==> config.mk <==
export PLATFORM = sky130hd
export DESIGN_NAME = control_and_program_move_decode
export DESIGN_NICKNAME = d
export VERILOG_FILES = /design/src/include/move_decode_pkg.sv /design/src/rtl/control_and_program_move_decode.sv
export SDC_FILE = /design/constraint.sdc
export NUM_CORES = 2
export LEC_CHECK = 0
export BUFFER_PORTS_ARGS = -buffer_cell sky130_fd_sc_hd__buf_2
export CAP_MARGIN = 25
export CORE_UTILIZATION = 55
export DETAILED_ROUTE_END_ITERATION = 10
export PLACE_DENSITY = 0.71
export SETUP_SLACK_MARGIN = 0.1
export SYNTH_ARGS = -nofsm -noshare
export SYNTH_HDL_FRONTEND = slang
export SYNTH_SLANG_ARGS = --single-unit
==> constraint.sdc <==
create_clock -name pclk -period 11.4 [get_ports pclk]
set_input_delay 1.14 -clock pclk [delete_from_list [all_inputs] [get_ports pclk]]
set_output_delay 1.14 -clock pclk [all_outputs]
set_load 0.005 [all_outputs]
==> src/include/move_decode_pkg.sv <==
// Purpose: constants and types for the control and program move decoder
// Assumes: 24-bit instruction words held in an APB register
// Notes: register map offsets below are byte addresses
// Operation
// - ea field is a 3-bit mode plus a 3-bit pointer number
// - 5-bit control selector: 00nnn modifier, 11001..11111 control regs
// - 6-bit selector covers data, accumulator, pointer, offset, modifier, control
// - absolute short form takes a 6-bit address from the opcode
// - immediate short form loads 8 opcode bits into the control register
// - each form runs two cycles plus an addressing-dependent extra
// - one word, plus one extension word for absolute or immediate ea
// - reading stack top high decrements stack pointer after the read, unless the stack pointer is the destination
// - writing stack top high increments stack pointer before the write
// - full accumulator source goes through the status word scaler
// - extension in use saturates the value and sets the limit flag
// - limit flag stays set until reset or a write of the status word
// - single accumulator parts as source are never saturated
// - 24-bit source into 16-bit register keeps the low 16 bits
// - 24-bit value into full accumulator is sign extended, low zeros
// - 16-bit source into 24-bit register has upper 8 bits zeroed
// - middle accumulator word as destination writes only that word
// - new pointer, offset or modifier values usable by the next move
package move_decode_pkg;
    // register map
    localparam logic [7:0] OFS_INSTR  = 8'h00;
    localparam logic [7:0] OFS_EXT    = 8'h04;
    localparam logic [7:0] OFS_STATUS = 8'h08;
    localparam logic [7:0] OFS_SEL    = 8'h0c;
    localparam logic [7:0] OFS_DATA   = 8'h10;
    // opcode high bytes
    localparam logic [7:0] OP_CTL_REG = 8'h04;
    localparam logic [7:0] OP_CTL_MEM = 8'h05;
    localparam logic [7:0] OP_PRG_MEM = 8'h07;
    // effective address modes
    localparam logic [2:0] EA_PDN     = 3'h0;
    localparam logic [2:0] EA_PIN     = 3'h1;
    localparam logic [2:0] EA_PD      = 3'h2;
    localparam logic [2:0] EA_PI      = 3'h3;
    localparam logic [2:0] EA_IDX     = 3'h5;
    localparam logic [2:0] EA_SPC     = 3'h6;
    localparam logic [2:0] EA_PRE     = 3'h7;
    localparam logic [2:0] EA_ABS_R   = 3'h0;
    localparam logic [2:0] EA_IMM_R   = 3'h4;
    // general register selector codes
    localparam logic [5:0] G_X0       = 6'h04;
    localparam logic [5:0] G_X1       = 6'h05;
    localparam logic [5:0] G_Y0       = 6'h06;
    localparam logic [5:0] G_Y1       = 6'h07;
    localparam logic [5:0] G_A0       = 6'h08;
    localparam logic [5:0] G_B0       = 6'h09;
    localparam logic [5:0] G_A2       = 6'h0a;
    localparam logic [5:0] G_B2       = 6'h0b;
    localparam logic [5:0] G_A1       = 6'h0c;
    localparam logic [5:0] G_B1       = 6'h0d;
    localparam logic [5:0] G_A        = 6'h0e;
    localparam logic [5:0] G_B        = 6'h0f;
    localparam logic [2:0] G_R        = 3'h2;
    localparam logic [2:0] G_N        = 3'h3;
    localparam logic [2:0] G_M        = 3'h4;
    localparam logic [2:0] G_CTL      = 3'h7;
    localparam logic [5:0] G_SR       = 6'h39;
    localparam logic [5:0] G_OMR      = 6'h3a;
    localparam logic [5:0] G_SP       = 6'h3b;
    localparam logic [5:0] G_SSH      = 6'h3c;
    localparam logic [5:0] G_SSL      = 6'h3d;
    localparam logic [5:0] G_LA       = 6'h3e;
    localparam logic [5:0] G_LC       = 6'h3f;
    // status word fields
    localparam int         SR_L_BIT   = 6;
    localparam int         SR_S0_BIT  = 10;
    localparam int         SR_S1_BIT  = 11;
    localparam logic [23:0] SAT_POS   = 24'h7fffff;
    localparam logic [23:0] SAT_NEG   = 24'h800000;
    // timing and reset values
    localparam logic [3:0] MVC_BASE   = 4'h2;
    localparam logic [3:0] MVC_EXT    = 4'h2;
    localparam logic [15:0] RST_CTL   = 16'h0000;

    typedef enum logic [1:0] {SPC_X, SPC_Y, SPC_P} space_t;

    typedef struct packed {
        logic        req;
        logic        we;
        space_t      space;
        logic [15:0] addr;
        logic [23:0] wdata;
    } mem_req_t;
endpackage

==> src/rtl/control_and_program_move_decode.sv <==
// Purpose: executes control register and program memory moves
// Assumes: mem_rdata valid in the same cycle as mem.req
// Notes: pointer arithmetic is linear, modifiers are stored only
`timescale 1ns/100ps
`default_nettype none
module control_and_program_move_decode #(
    parameter int STACK_DEPTH = 16
) (
    // clock and reset
    input  wire logic                      pclk,
    input  wire logic                      presetn,
    // apb slave
    input  wire logic                      psel,
    input  wire logic                      penable,
    input  wire logic                      pwrite,
    input  wire logic [7:0]                paddr,
    input  wire logic [31:0]               pwdata,
    output logic      [31:0]               prdata,
    output logic                           pready,
    output logic                           pslverr,
    // data and program memory
    output move_decode_pkg::mem_req_t      mem,
    input  wire logic [23:0]               mem_rdata,
    // execution state
    output logic                           busy
);
    import move_decode_pkg::*;

    localparam int SPI = $clog2(STACK_DEPTH);

    typedef enum logic [1:0] {S_IDLE, S_ISSUE, S_WAIT, S_DONE} state_t;

    state_t      state_reg;
    state_t      state_next;
    logic [23:0] instr_reg;
    logic [23:0] ext_reg;
    logic [5:0]  sel_reg;
    logic [3:0]  cnt_reg;
    logic [3:0]  len_reg;
    logic [3:0]  run_cnt_reg;
    logic [1:0]  words_reg;
    logic        ill_flag_reg;
    logic        lim_reg;
    logic [15:0] r_reg [8];
    logic [15:0] n_reg [8];
    logic [15:0] m_reg [8];
    logic [23:0] x0_reg;
    logic [23:0] x1_reg;
    logic [23:0] y0_reg;
    logic [23:0] y1_reg;
    logic [55:0] a_reg;
    logic [55:0] b_reg;
    logic [15:0] sr_reg;
    logic [15:0] sr_next;
    logic [15:0] omr_reg;
    logic [15:0] la_reg;
    logic [15:0] lc_reg;
    logic [5:0]  sp_reg;
    logic [5:0]  sp_next;
    logic [15:0] ssh_reg [STACK_DEPTH];
    logic [15:0] ssl_reg [STACK_DEPTH];
    mem_req_t    mem_reg;
    logic [31:0] prdata_reg;
    logic        pready_reg;
    logic        pslverr_reg;
    logic        busy_reg;
    logic [31:0] rd_mux;
    logic [15:0] ea_addr;
    logic [15:0] ea_upd;

    // scaler then limiter, bit 24 flags limiting
    function automatic logic [24:0] limit_fn(input logic [55:0] acc,
                                             input logic [1:0]  sc);
        logic [55:0] s;
        s = (sc == 2'b01) ? {acc[55], acc[55:1]} :
            (sc == 2'b10) ? {acc[54:0], 1'b0} : acc;
        if (s[55:47] == {9{s[55]}})
            return {1'b0, s[47:24]};
        return {1'b1, s[55] ? SAT_NEG : SAT_POS};
    endfunction

    function automatic logic [5:0] ctl_fn(input logic [4:0] d);
        return {d[4] ? G_CTL : G_M, d[2:0]};
    endfunction

    function automatic logic ctl_ok_fn(input logic [4:0] d);
        return d[4:3] == 2'b00 || (d[4:3] == 2'b11 && d[2:0] != 3'h0);
    endfunction

    function automatic logic valid_fn(input logic [5:0] c);
        return (c >= G_X0 && c <= G_B) || c[5:3] == G_R ||
               c[5:3] == G_N || c[5:3] == G_M ||
               (c[5:3] == G_CTL && c[2:0] != 3'h0);
    endfunction

    function automatic logic is16_fn(input logic [5:0] c);
        return c[5:4] != 2'b00;
    endfunction

    wire [24:0] a_lim = limit_fn(a_reg, {sr_reg[SR_S1_BIT], sr_reg[SR_S0_BIT]});
    wire [24:0] b_lim = limit_fn(b_reg, {sr_reg[SR_S1_BIT], sr_reg[SR_S0_BIT]});
    wire [SPI-1:0] sp_idx = sp_reg[SPI-1:0];

    // 16-bit registers read back with a zeroed top byte
    function automatic logic [23:0] rd_fn(input logic [5:0] c);
        if (c[5:3] == G_R) return {8'h00, r_reg[c[2:0]]};
        if (c[5:3] == G_N) return {8'h00, n_reg[c[2:0]]};
        if (c[5:3] == G_M) return {8'h00, m_reg[c[2:0]]};
        case (c)
            G_X0:    return x0_reg;
            G_X1:    return x1_reg;
            G_Y0:    return y0_reg;
            G_Y1:    return y1_reg;
            G_A0:    return a_reg[23:0];
            G_B0:    return b_reg[23:0];
            G_A2:    return {{16{a_reg[55]}}, a_reg[55:48]};
            G_B2:    return {{16{b_reg[55]}}, b_reg[55:48]};
            G_A1:    return a_reg[47:24];
            G_B1:    return b_reg[47:24];
            G_A:     return a_lim[23:0];
            G_B:     return b_lim[23:0];
            G_SR:    return {8'h00, sr_reg};
            G_OMR:   return {8'h00, omr_reg};
            G_SP:    return {18'h0, sp_reg};
            G_SSH:   return {8'h00, ssh_reg[sp_idx]};
            G_SSL:   return {8'h00, ssl_reg[sp_idx]};
            G_LA:    return {8'h00, la_reg};
            G_LC:    return {8'h00, lc_reg};
            default: return 24'h0;
        endcase
    endfunction

    // opcode decode
    wire [7:0] op_hi  = instr_reg[23:16];
    wire       w_bit  = instr_reg[15];
    wire       s_bit  = instr_reg[6];
    wire f_cmem = op_hi == OP_CTL_MEM && !instr_reg[7] && instr_reg[5];
    wire f_cimm = op_hi == OP_CTL_MEM && instr_reg[7:5] == 3'b101;
    wire f_creg = op_hi == OP_CTL_REG && instr_reg[14] &&
                  instr_reg[7:5] == 3'b101;
    wire f_pea  = op_hi == OP_PRG_MEM && instr_reg[14] &&
                  instr_reg[7:6] == 2'b10;
    wire f_paa  = op_hi == OP_PRG_MEM && !instr_reg[14] &&
                  instr_reg[7:6] == 2'b00;
    wire f_prg  = f_pea | f_paa;
    wire f_mem  = f_cmem | f_prg;
    wire use_ea = instr_reg[14] && f_mem;
    wire [2:0] ea_mode = instr_reg[13:11];
    wire [2:0] ea_rn   = instr_reg[10:8];
    wire ea_spc  = use_ea && ea_mode == EA_SPC;
    wire ea_abs  = ea_spc && ea_rn == EA_ABS_R;
    wire ea_imm  = ea_spc && ea_rn == EA_IMM_R && f_cmem;
    wire has_ext = ea_abs | ea_imm;
    wire to_mem  = f_mem && !w_bit;
    wire [5:0] gcode = f_prg ? instr_reg[5:0] : ctl_fn(instr_reg[4:0]);
    wire [5:0] ecode = instr_reg[13:8];
    wire [5:0] dst_code = (f_creg && !w_bit) ? ecode : gcode;
    wire [5:0] src_code = (f_creg && w_bit) ? ecode : gcode;
    wire src_is_reg = f_creg | to_mem;
    wire ill = !(f_mem | f_cimm | f_creg) || !valid_fn(gcode) ||
               (f_creg && !valid_fn(ecode)) ||
               (!f_prg && !ctl_ok_fn(instr_reg[4:0])) ||
               (ea_spc && !has_ext) || (ea_imm && to_mem) ||
               (f_creg && src_code == G_SSH && dst_code == G_SSH);
    wire [24:0] src_lim = {(src_code == G_A && a_lim[24]) ||
                           (src_code == G_B && b_lim[24]),
                           rd_fn(src_code)};
    wire [23:0] mv_val = f_cimm ? {16'h0, instr_reg[15:8]} :
                         !f_mem ? src_lim[23:0] :
                         ea_imm ? ext_reg : mem_rdata;

    // apb decode
    wire idle     = state_reg == S_IDLE;
    wire apb_acc  = psel && penable;
    wire apb_ask  = apb_acc && !pready_reg;
    wire apb_ok   = apb_acc && pready_reg && pwrite && !pslverr_reg;
    wire map_hit  = paddr == OFS_INSTR || paddr == OFS_EXT ||
                    paddr == OFS_STATUS || paddr == OFS_SEL ||
                    paddr == OFS_DATA;
    // writes that would disturb a running move are refused
    wire refuse   = pwrite && (paddr == OFS_STATUS ||
                    (!idle && paddr != OFS_SEL));
    wire start    = apb_ok && paddr == OFS_INSTR;
    wire apb_dat  = apb_ok && paddr == OFS_DATA;

    // register write port shared by execution and apb
    wire exec_wr = state_reg == S_DONE && !ill && !to_mem;
    wire wr_en   = exec_wr | apb_dat;
    wire [5:0]  wr_code = exec_wr ? dst_code : sel_reg;
    wire [23:0] wr_val  = exec_wr ? mv_val : pwdata[23:0];
    wire sr_wr   = wr_en && wr_code == G_SR;
    wire sp_wr   = wr_en && wr_code == G_SP;
    wire push    = exec_wr && dst_code == G_SSH;
    wire pop     = state_reg == S_DONE && !ill && src_is_reg &&
                   src_code == G_SSH;
    wire set_l   = state_reg == S_DONE && lim_reg;
    wire mem_go  = f_mem && !ill && !ea_imm;

    always_comb begin
        case (ea_mode)
            EA_PDN: begin ea_addr = r_reg[ea_rn]; ea_upd = r_reg[ea_rn] - n_reg[ea_rn]; end
            EA_PIN: begin ea_addr = r_reg[ea_rn]; ea_upd = r_reg[ea_rn] + n_reg[ea_rn]; end
            EA_PD:  begin ea_addr = r_reg[ea_rn]; ea_upd = r_reg[ea_rn] - 16'h1; end
            EA_PI:  begin ea_addr = r_reg[ea_rn]; ea_upd = r_reg[ea_rn] + 16'h1; end
            EA_IDX: begin ea_addr = r_reg[ea_rn] + n_reg[ea_rn]; ea_upd = r_reg[ea_rn]; end
            EA_PRE: begin ea_addr = r_reg[ea_rn] - 16'h1; ea_upd = ea_addr; end
            EA_SPC: begin ea_addr = ext_reg[15:0]; ea_upd = r_reg[ea_rn]; end
            default: begin ea_addr = r_reg[ea_rn]; ea_upd = r_reg[ea_rn]; end
        endcase
    end

    always_comb begin
        case (state_reg)
            S_IDLE:  state_next = start ? S_ISSUE : S_IDLE;
            S_ISSUE: state_next = has_ext ? S_WAIT : S_DONE;
            S_WAIT:  state_next = cnt_reg == 4'h0 ? S_DONE : S_WAIT;
            S_DONE:  state_next = S_IDLE;
            default: state_next = S_IDLE;
        endcase
    end

    always_comb begin
        sr_next = sr_wr ? wr_val[15:0] : sr_reg;
        sr_next = sr_next | (16'(set_l) << SR_L_BIT);
        sp_next = sp_wr ? wr_val[5:0] :
                  push ? sp_reg + 6'h01 :
                  pop ? sp_reg - 6'h01 : sp_reg;
    end

    always_comb begin
        case (paddr)
            OFS_INSTR:  rd_mux = {8'h00, instr_reg};
            OFS_EXT:    rd_mux = {8'h00, ext_reg};
            OFS_STATUS: rd_mux = {24'h0, len_reg, words_reg,
                                  ill_flag_reg, busy_reg};
            OFS_SEL:    rd_mux = {26'h0, sel_reg};
            OFS_DATA:   rd_mux = {8'h00, rd_fn(sel_reg)};
            default:    rd_mux = 32'h0;
        endcase
    end

    // apb slave, one wait state so read data comes from a flop
    always_ff @(posedge pclk or negedge presetn) begin
        if (!presetn) begin
            pready_reg  <= 1'b0;
            pslverr_reg <= 1'b0;
            prdata_reg  <= 32'h0;
        end else begin
            pready_reg  <= apb_ask;
            pslverr_reg <= apb_ask && (!map_hit || refuse);
            prdata_reg  <= (apb_ask && !pwrite) ? rd_mux : 32'h0;
        end
    end

    always_ff @(posedge pclk or negedge presetn) begin
        if (!presetn) begin
            state_reg    <= S_IDLE;
            busy_reg     <= 1'b0;
            instr_reg    <= 24'h0;
            ext_reg      <= 24'h0;
            sel_reg      <= 6'h0;
            cnt_reg      <= 4'h0;
            len_reg      <= 4'h0;
            run_cnt_reg  <= 4'h0;
            words_reg    <= 2'h0;
            ill_flag_reg <= 1'b0;
            lim_reg      <= 1'b0;
            mem_reg      <= '0;
        end else begin
            state_reg   <= state_next;
            busy_reg    <= state_next != S_IDLE;
            run_cnt_reg <= start ? 4'h0 : run_cnt_reg + 4'h1;
            cnt_reg     <= (state_reg == S_ISSUE) ? MVC_EXT - 4'h1 :
                           cnt_reg - 4'(cnt_reg != 4'h0);
            mem_reg.req <= state_next == S_DONE && mem_go;
            if (start) instr_reg <= pwdata[23:0];
            if (apb_ok && paddr == OFS_EXT) ext_reg <= pwdata[23:0];
            if (apb_ok && paddr == OFS_SEL) sel_reg <= pwdata[5:0];
            if (state_reg == S_DONE) ill_flag_reg <= ill;
            if (state_reg == S_ISSUE) begin
                len_reg   <= MVC_BASE + (has_ext ? MVC_EXT : 4'h0);
                words_reg <= has_ext ? 2'h2 : 2'h1;
                lim_reg   <= src_is_reg && !ill && src_lim[24];
                mem_reg.we    <= to_mem;
                mem_reg.space <= f_prg ? SPC_P : s_bit ? SPC_Y : SPC_X;
                mem_reg.addr  <= use_ea ? ea_addr
                                        : {10'h0, instr_reg[13:8]};
                mem_reg.wdata <= src_lim[23:0];
            end
        end
    end

    // architectural registers
    always_ff @(posedge pclk or negedge presetn) begin
        if (!presetn) begin
            for (int i = 0; i < 8; i++) begin
                r_reg[i] <= RST_CTL;
                n_reg[i] <= RST_CTL;
                m_reg[i] <= RST_CTL;
            end
            for (int i = 0; i < STACK_DEPTH; i++) begin
                ssh_reg[i] <= RST_CTL;
                ssl_reg[i] <= RST_CTL;
            end
            {x0_reg, x1_reg, y0_reg, y1_reg} <= '0;
            {a_reg, b_reg} <= '0;
            {sr_reg, omr_reg, la_reg, lc_reg} <= '0;
            sp_reg <= 6'h0;
        end else begin
            sr_reg <= sr_next;
            sp_reg <= sp_next;
            if (state_reg == S_ISSUE && use_ea && !ea_spc && !ill)
                r_reg[ea_rn] <= ea_upd;
            if (wr_en) begin
                // new values are usable by the very next move
                if (wr_code[5:3] == G_R) r_reg[wr_code[2:0]] <= wr_val[15:0];
                if (wr_code[5:3] == G_N) n_reg[wr_code[2:0]] <= wr_val[15:0];
                if (wr_code[5:3] == G_M) m_reg[wr_code[2:0]] <= wr_val[15:0];
                case (wr_code)
                    G_X0:  x0_reg <= wr_val;
                    G_X1:  x1_reg <= wr_val;
                    G_Y0:  y0_reg <= wr_val;
                    G_Y1:  y1_reg <= wr_val;
                    G_A0:  a_reg[23:0] <= wr_val;
                    G_B0:  b_reg[23:0] <= wr_val;
                    G_A2:  a_reg[55:48] <= wr_val[7:0];
                    G_B2:  b_reg[55:48] <= wr_val[7:0];
                    G_A1:  a_reg[47:24] <= wr_val;
                    G_B1:  b_reg[47:24] <= wr_val;
                    G_A:   a_reg <= {{8{wr_val[23]}}, wr_val, 24'h0};
                    G_B:   b_reg <= {{8{wr_val[23]}}, wr_val, 24'h0};
                    G_OMR: omr_reg <= wr_val[15:0];
                    G_LA:  la_reg <= wr_val[15:0];
                    G_LC:  lc_reg <= wr_val[15:0];
                    G_SSH: ssh_reg[sp_next[SPI-1:0]] <= wr_val[15:0];
                    G_SSL: ssl_reg[sp_idx] <= wr_val[15:0];
                    default: ;
                endcase
            end
        end
    end

    assign prdata  = prdata_reg;
    assign pready  = pready_reg;
    assign pslverr = pslverr_reg;
    assign mem     = mem_reg;
    assign busy    = busy_reg;
endmodule
`default_nettype wire

Word-level counts from Yosys, hierarchy flattened
Cells that the tools add are included.

Add/sub/neg operators: 8. Order comparisons: 14. Eq/ne operators: 98. Multiplexer cells: 119. Bitwise operators: 14. Reductions and logical operators: 140.

Operators with widths (number): 24-bit case mux with 19 select lines (2); 128-bit bitwise mux (4); 256-bit bitwise mux (2); 24-bit two-way mux (18); 16-bit two-way mux (26); 16-bit binary-select mux with 3-bit select (8); 128-bit two-way mux (3); 56-bit two-way mux (4); 6-bit by 4-bit equality test with 1-bit output, second input constant (24); 6-bit equality test, second input constant (22); 16-bit binary-select mux with 4-bit select (2); 16-bit demux with 4-bit select (2); 24-bit case mux with 5 select lines (1); 25-bit two-way mux (4); 16-bit demux with 3-bit select (2); 24-bit case mux with 2 select lines (2); 6-bit by 3-bit equality test with 1-bit output, second input constant (12); 16-bit case mux with 4 select lines (1); 1-bit logical AND (63); 16-bit case mux with 3 select lines (1); 6-bit two-way mux (7); 2-bit AND reduction (17); 3-bit equality test, second input constant (11); 8-bit by 3-bit equality test with 1-bit output, second input constant (4); 42 further kinds (151).

Register bits: 1321. Input port bits: 69. Output and inout port bits: 79. Word-level logic and storage cells: 483.

Longest topological paths before layout
Word-level depth: 31. Gate-level depth with buffers: 25. Depth with buffers taken out: 20.

Worst setup path after synthesis
OpenSTA, ideal clock, no wires.

Kind: register -> register. From: reg instr_reg[8]. To: reg r_reg[15] (netlist name). Library setup time: 0.077 ns. Arrival time: 5.504 ns. Data required time: 11.323 ns. Setup slack: 5.819 ns. Cell stages (with the launch flop): 21. Buffers on the path: 3. Path through: dfrtp_1 buf_2 buf_1 clkbuf_1 mux2_2 a221o_1 a222oi_1 ha_1 nor2b_1 ha_1 a211o_1 a2111oi_0 o31ai_1 o21ai_0 a21oi_1 a221oi_1 xnor2_1 a22o_1 o211a_1 o311a_1 a21oi_1.

Longest elaborated chain between the ends: 25. Elaborated cells between the ends (all ways): 105. Those cells by class: add/sub (4); order compare (6); eq/ne (22); mux (39); bitwise (5); reduce/logical (29).

RTL lines: from (decl) (RTL line control_and_program_move_decode.sv:35) `logic [23:0] instr_reg;`; from (signal assigned) (RTL line control_and_program_move_decode.sv:276) `if (start) instr_reg <= pwdata[23:0];`; 6-bit by 3-bit >= comparator with 1-bit output or 6-bit by 4-bit <= comparator with 1-bit output (tied branches) (RTL line control_and_program_move_decode.sv:91) `return (c >= G_X0 && c <= G_B) || c[5:3] == G_R ||`; 1-bit logical AND (RTL line control_and_program_move_decode.sv:91); 1-bit logical OR (2 in a row) (RTL line control_and_program_move_decode.sv:91); 1-bit logical OR (2 in a row) (RTL line control_and_program_move_decode.sv:92) `c[5:3] == G_N || c[5:3] == G_M ||`; 1-bit zero test (RTL line control_and_program_move_decode.sv:161) `(f_creg && !valid_fn(ecode)) ||`; 1-bit logical AND (RTL line control_and_program_move_decode.sv:161); 1-bit logical OR (RTL line control_and_program_move_decode.sv:160) `wire ill = !(f_mem | f_cimm | f_creg) || !valid_fn(gcode) ||`; 1-bit logical OR (RTL line control_and_program_move_decode.sv:161); [... 7 more ...]; 3-bit inverter with 4-bit output (implied by the code) (RTL line control_and_program_move_decode.sv:316) `if (wr_code[5:3] == G_R) r_reg[wr_code[2:0]] <= wr_val[15:0];`; 4-bit >= comparator (implied by the code) or 4-bit by 1-bit < comparator with 1-bit output (tied branches) (RTL line control_and_program_move_decode.sv:316); 1-bit logical AND (implied by the code) (RTL line control_and_program_move_decode.sv:316); 16-bit two-way mux (implied by the code) (RTL line control_and_program_move_decode.sv:316); 16-bit demux with 3-bit select (RTL line control_and_program_move_decode.sv:316); 128-bit bitwise mux (RTL line control_and_program_move_decode.sv:316); 128-bit two-way mux (RTL line control_and_program_move_decode.sv:316); 128-bit two-way mux * (RTL line control_and_program_move_decode.sv:314) `if (wr_en) begin`; to (signal, indexed assignment) (RTL line control_and_program_move_decode.sv:313) `r_reg[ea_rn] <= ea_upd;`; to (signal, indexed assignment) (RTL line control_and_program_move_decode.sv:316); to (decl) (RTL line control_and_program_move_decode.sv:44) `logic [15:0] r_reg [8];`.

Every way passes the cells marked *; elsewhere a longest branch is shown, timed or not. The select of a mux whose other input is x is not followed. A chain may end at the register's enable or synchronous reset.

Worst setup path after layout
From: reg instr_reg[8]. To: reg r_reg[109] (netlist name).

The elaborated chain is that of the path after synthesis.

==> impl_metrics.json <==
{
  "power_density_nw_per_um2": 121.0,
  "r2r_slack_ns": 3.57,
  "p_seq_share_pct": 46.8,
  "syn_area_um2": 74020,
  "drv_cap": 0,
  "critPathMaxFanout": 45,
  "cts_tree": "built",
  "slew_headroom_pct": -0.4496,
  "cts.clk_slew.worst_paths_ns": 0.06,
  "p_comb_share_pct": 3.3,
  "timing.fmax_ghz": 0.1278,
  "required_ns": 12.04,
  "cts_setup_buffers": 0,
  "worst_skew_pair.late_latency_ns": 0.83,
  "synth_top_area_share_pct": 44.25,
  "drt_iter0_drc": 11210,
  "grt_overflow": 0,
  "globalplace.congestion": 1.075,
  "startpoint_type": "register",
  "routed_wl_mm": 308.1,
  "multi_input_area_um2": 37880,
  "syn_avg_cell_area_um2": 9.728,
  "post-route-period-util_pct": 68.64,
  "grt_pass1_vias": 62790,
  "io_pins": 148,
  "dp_hpwl_mm": 201.2,
  "fp-row-count": 134,
  "violations": "max-slew violations",
  "area.growth.synth_to_final_pct": 11.15,
  "tightestPinTransition_ns": 1.507,
  "vdd_ir_drop_max_mv": 0.1572,
  "power_mw": 9.957,
  "finalSetupViolCount": 0,
  "hp-class": "in -> async",
  "grt_pass1_wl_mm": 443.5,
  "setup.worst_path.class": "reg -> reg",
  "ant_nets": 0,
  "min_period_ns": 7.825,
  "hold_viol": 0,
  "yosysWarnings": 0,
  "cts-root-buf": "clkbuf_16",
  "cts.sinks": 1309,
  "first_pass_iters": 10,
  "via_per_inst": 7.099,
  "synth_cells": 7609,
  "p_leak_nw": 34.92,
  "h-tree-depth": 4,
  "drive_gt1_share_pct": 15.94,
  "finalMaxSlewViolations": 1,
  "p_int_mw": 7.588,
  "start_util_pct": 55.47,
  "status": "complete, but fails checks",
  "yosys-top-cells-area": "dfrtp_1 (44%), mux4_2 (8.4%), mux2i_1 (6.8%)",
  "fin_setup_tns_ns": 0,
  "port_buffers": 131,
  "nFillCells": 10950,
  "synth_enable_flop_cells": 0,
  "drc": 0,
  "worst_clock_skew_ns": 0.04848,
  "grt_max_degree": 181,
  "switchingPower_mw": 2.369,
  "fp.dieH_um": 368.9,
  "cts.path.max_buffers": 3,
  "die-width_um": 368.9,
  "wire_per_inst_um": 32.86,
  "fp.coreArea_um2": 133500,
  "ys.flop_type": "dfrtp_1",
  "utilization_pct": 61.65,
  "regArea_um2": 32790,
  "rsz0062_at_grt": "false",
  "num_vias": 66550,
  "cts_resized": 0,
  "yosysMostFrequentCell": "dfrtp_1",
  "p_clk_share_pct": 49.8,
  "cts_buffers": 143,
  "synth_largest_area_cell": "dfrtp_1",
  "cts_hold_buffers": 0,
  "arrival_ns": 8.47,
  "synth-seq-area-share_pct": 44.25,
  "netlist_top_cells_count": "dfrtp_1 (1309), nand2_1 (1278), o21ai_0 (987)",
  "grtUsageTotal_pct": 44.90,
  "p_sw_share_pct": 23.79,
  "synthDistinctLibCells": 103,
  "synth-async-reset-ratio_pct": 100.0,
  "ys_seq_elements": 1309,
  "final_nets": 7600,
  "antenna_found_initial": 13,
  "setup.worst_path.end_class": "register",
  "die_area_um2": 136100
}
-- through the flow --
stage	setup slack [ns]	cells	hold WS [ns]	area, µm²
after CTS	3.938	9355	0.3269	82050
after floorplan	5.819	7616	0.4446	74050
final	3.575	9375	0.2477	82280
after global placement	4.036	9076	0.4566	76570
after global routing	3.554	9370	0.3303	82260
after detailed placement	4.004	9094	0.4653	76970
-- worst max-delay path, cell delays in order, from the launching register on --
cell and delay (ns):
dfrtp_4 0.72, buf_4 0.43, and2_1 0.36, a221o_1 0.37, a22oi_1 1.07, nand3_1 0.38
xnor2_1 0.27, nor2_1 0.06, ha_1 0.33, o21a_1 0.13, a2111oi_0 0.67, o31ai_1 0.26
o41ai_1 0.49, o21ai_0 0.21, xnor2_1 0.38, a221oi_1 0.14, a2bb2oi_1 0.89, nand2_1 0.12
o211ai_1 0.15, o21ai_0 0.11
-- cells by family after synthesis --
family          Yosys count  synth area share, %
buf+inv                 977                5.370
compound gates         2200                18.97
fa+ha+maj                46               0.7944
other cells               1             0.005066
mux                     928                17.50
xor+xnor                 65               0.7691
flops                  1309                44.25
simple gates           2083                12.34
-- cell usage in the layout (no fill, tap or decap), types with 40 or more instances in the layout --
master     synthesis  layout
a21oi_1          276     268
inv_1            290     290
clkbuf_16          0     145
xnor2_1           48      48
mux4_2           277     277
nor2b_1           40      40
buf_4             18     240
a211oi_1          58      57
a22oi_1          124     124
nor2_1           252     244
mux2_2           145     144
a222oi_1          49      49
nand4_1           44      44
nor3_1            84      70
nand3_1          140     140
a31oi_1           63      59
o21ai_0          987     986
dfrtp_1         1309    1295
ha_1              43      42
buf_2             49     133
nand2_1         1278    1278
o221ai_1          59      59
a221o_1           40      40
mux2i_1          502     496
and3_1            49      49
a221oi_1         118     118
o211ai_1          97      97
-- worst paths after layout --
check                              end    startpoint  cells past startpoint
setup reg to reg            r_reg[109]  instr_reg[8]                     19
max in group asynchronous  ssl_reg[29]       presetn                      3
hold reg to reg            ssl_reg[79]   ssl_reg[79]                      2
hold / removal                 mem[37]       presetn                      1
setup / recovery            r_reg[109]  instr_reg[8]                     19
min in group pclk          ssl_reg[79]   ssl_reg[79]                      2
-- layout make-up --
class,instances,area share (%)
flip-flops and latches,1309,39.85
multi-input cells,5330,46.04
clock inverters,64,1.160
diodes,5,0.01521
inverters,294,1.344
clock buffers,197,5.012
repair buffers,408,3.887
well taps,1768,2.689
-- power groups by stage --
stage	Sequential, mW	Combinational, mW	Clock [mW]
after floorplan	4.75	0.123	0
after global placement	4.75	0.316	0
after detailed placement	4.75	0.322	0
after CTS	4.66	0.323	4.99
after global routing	4.66	0.357	5.18
final	4.66	0.332	4.96
-- per-layer routing --
layer,routed length [µm],GRT usage (%),vias to the layer above,part of all wire [%]
met2,127500,63.24,4937,41
met1,111900,57.87,32820,36
li1,-,-,27510,-
met4,25480,30.06,20,8.3
met3,42870,16.32,1264,14
met5,264,0,-,0.086
Power figures use the tool's default switching activity.
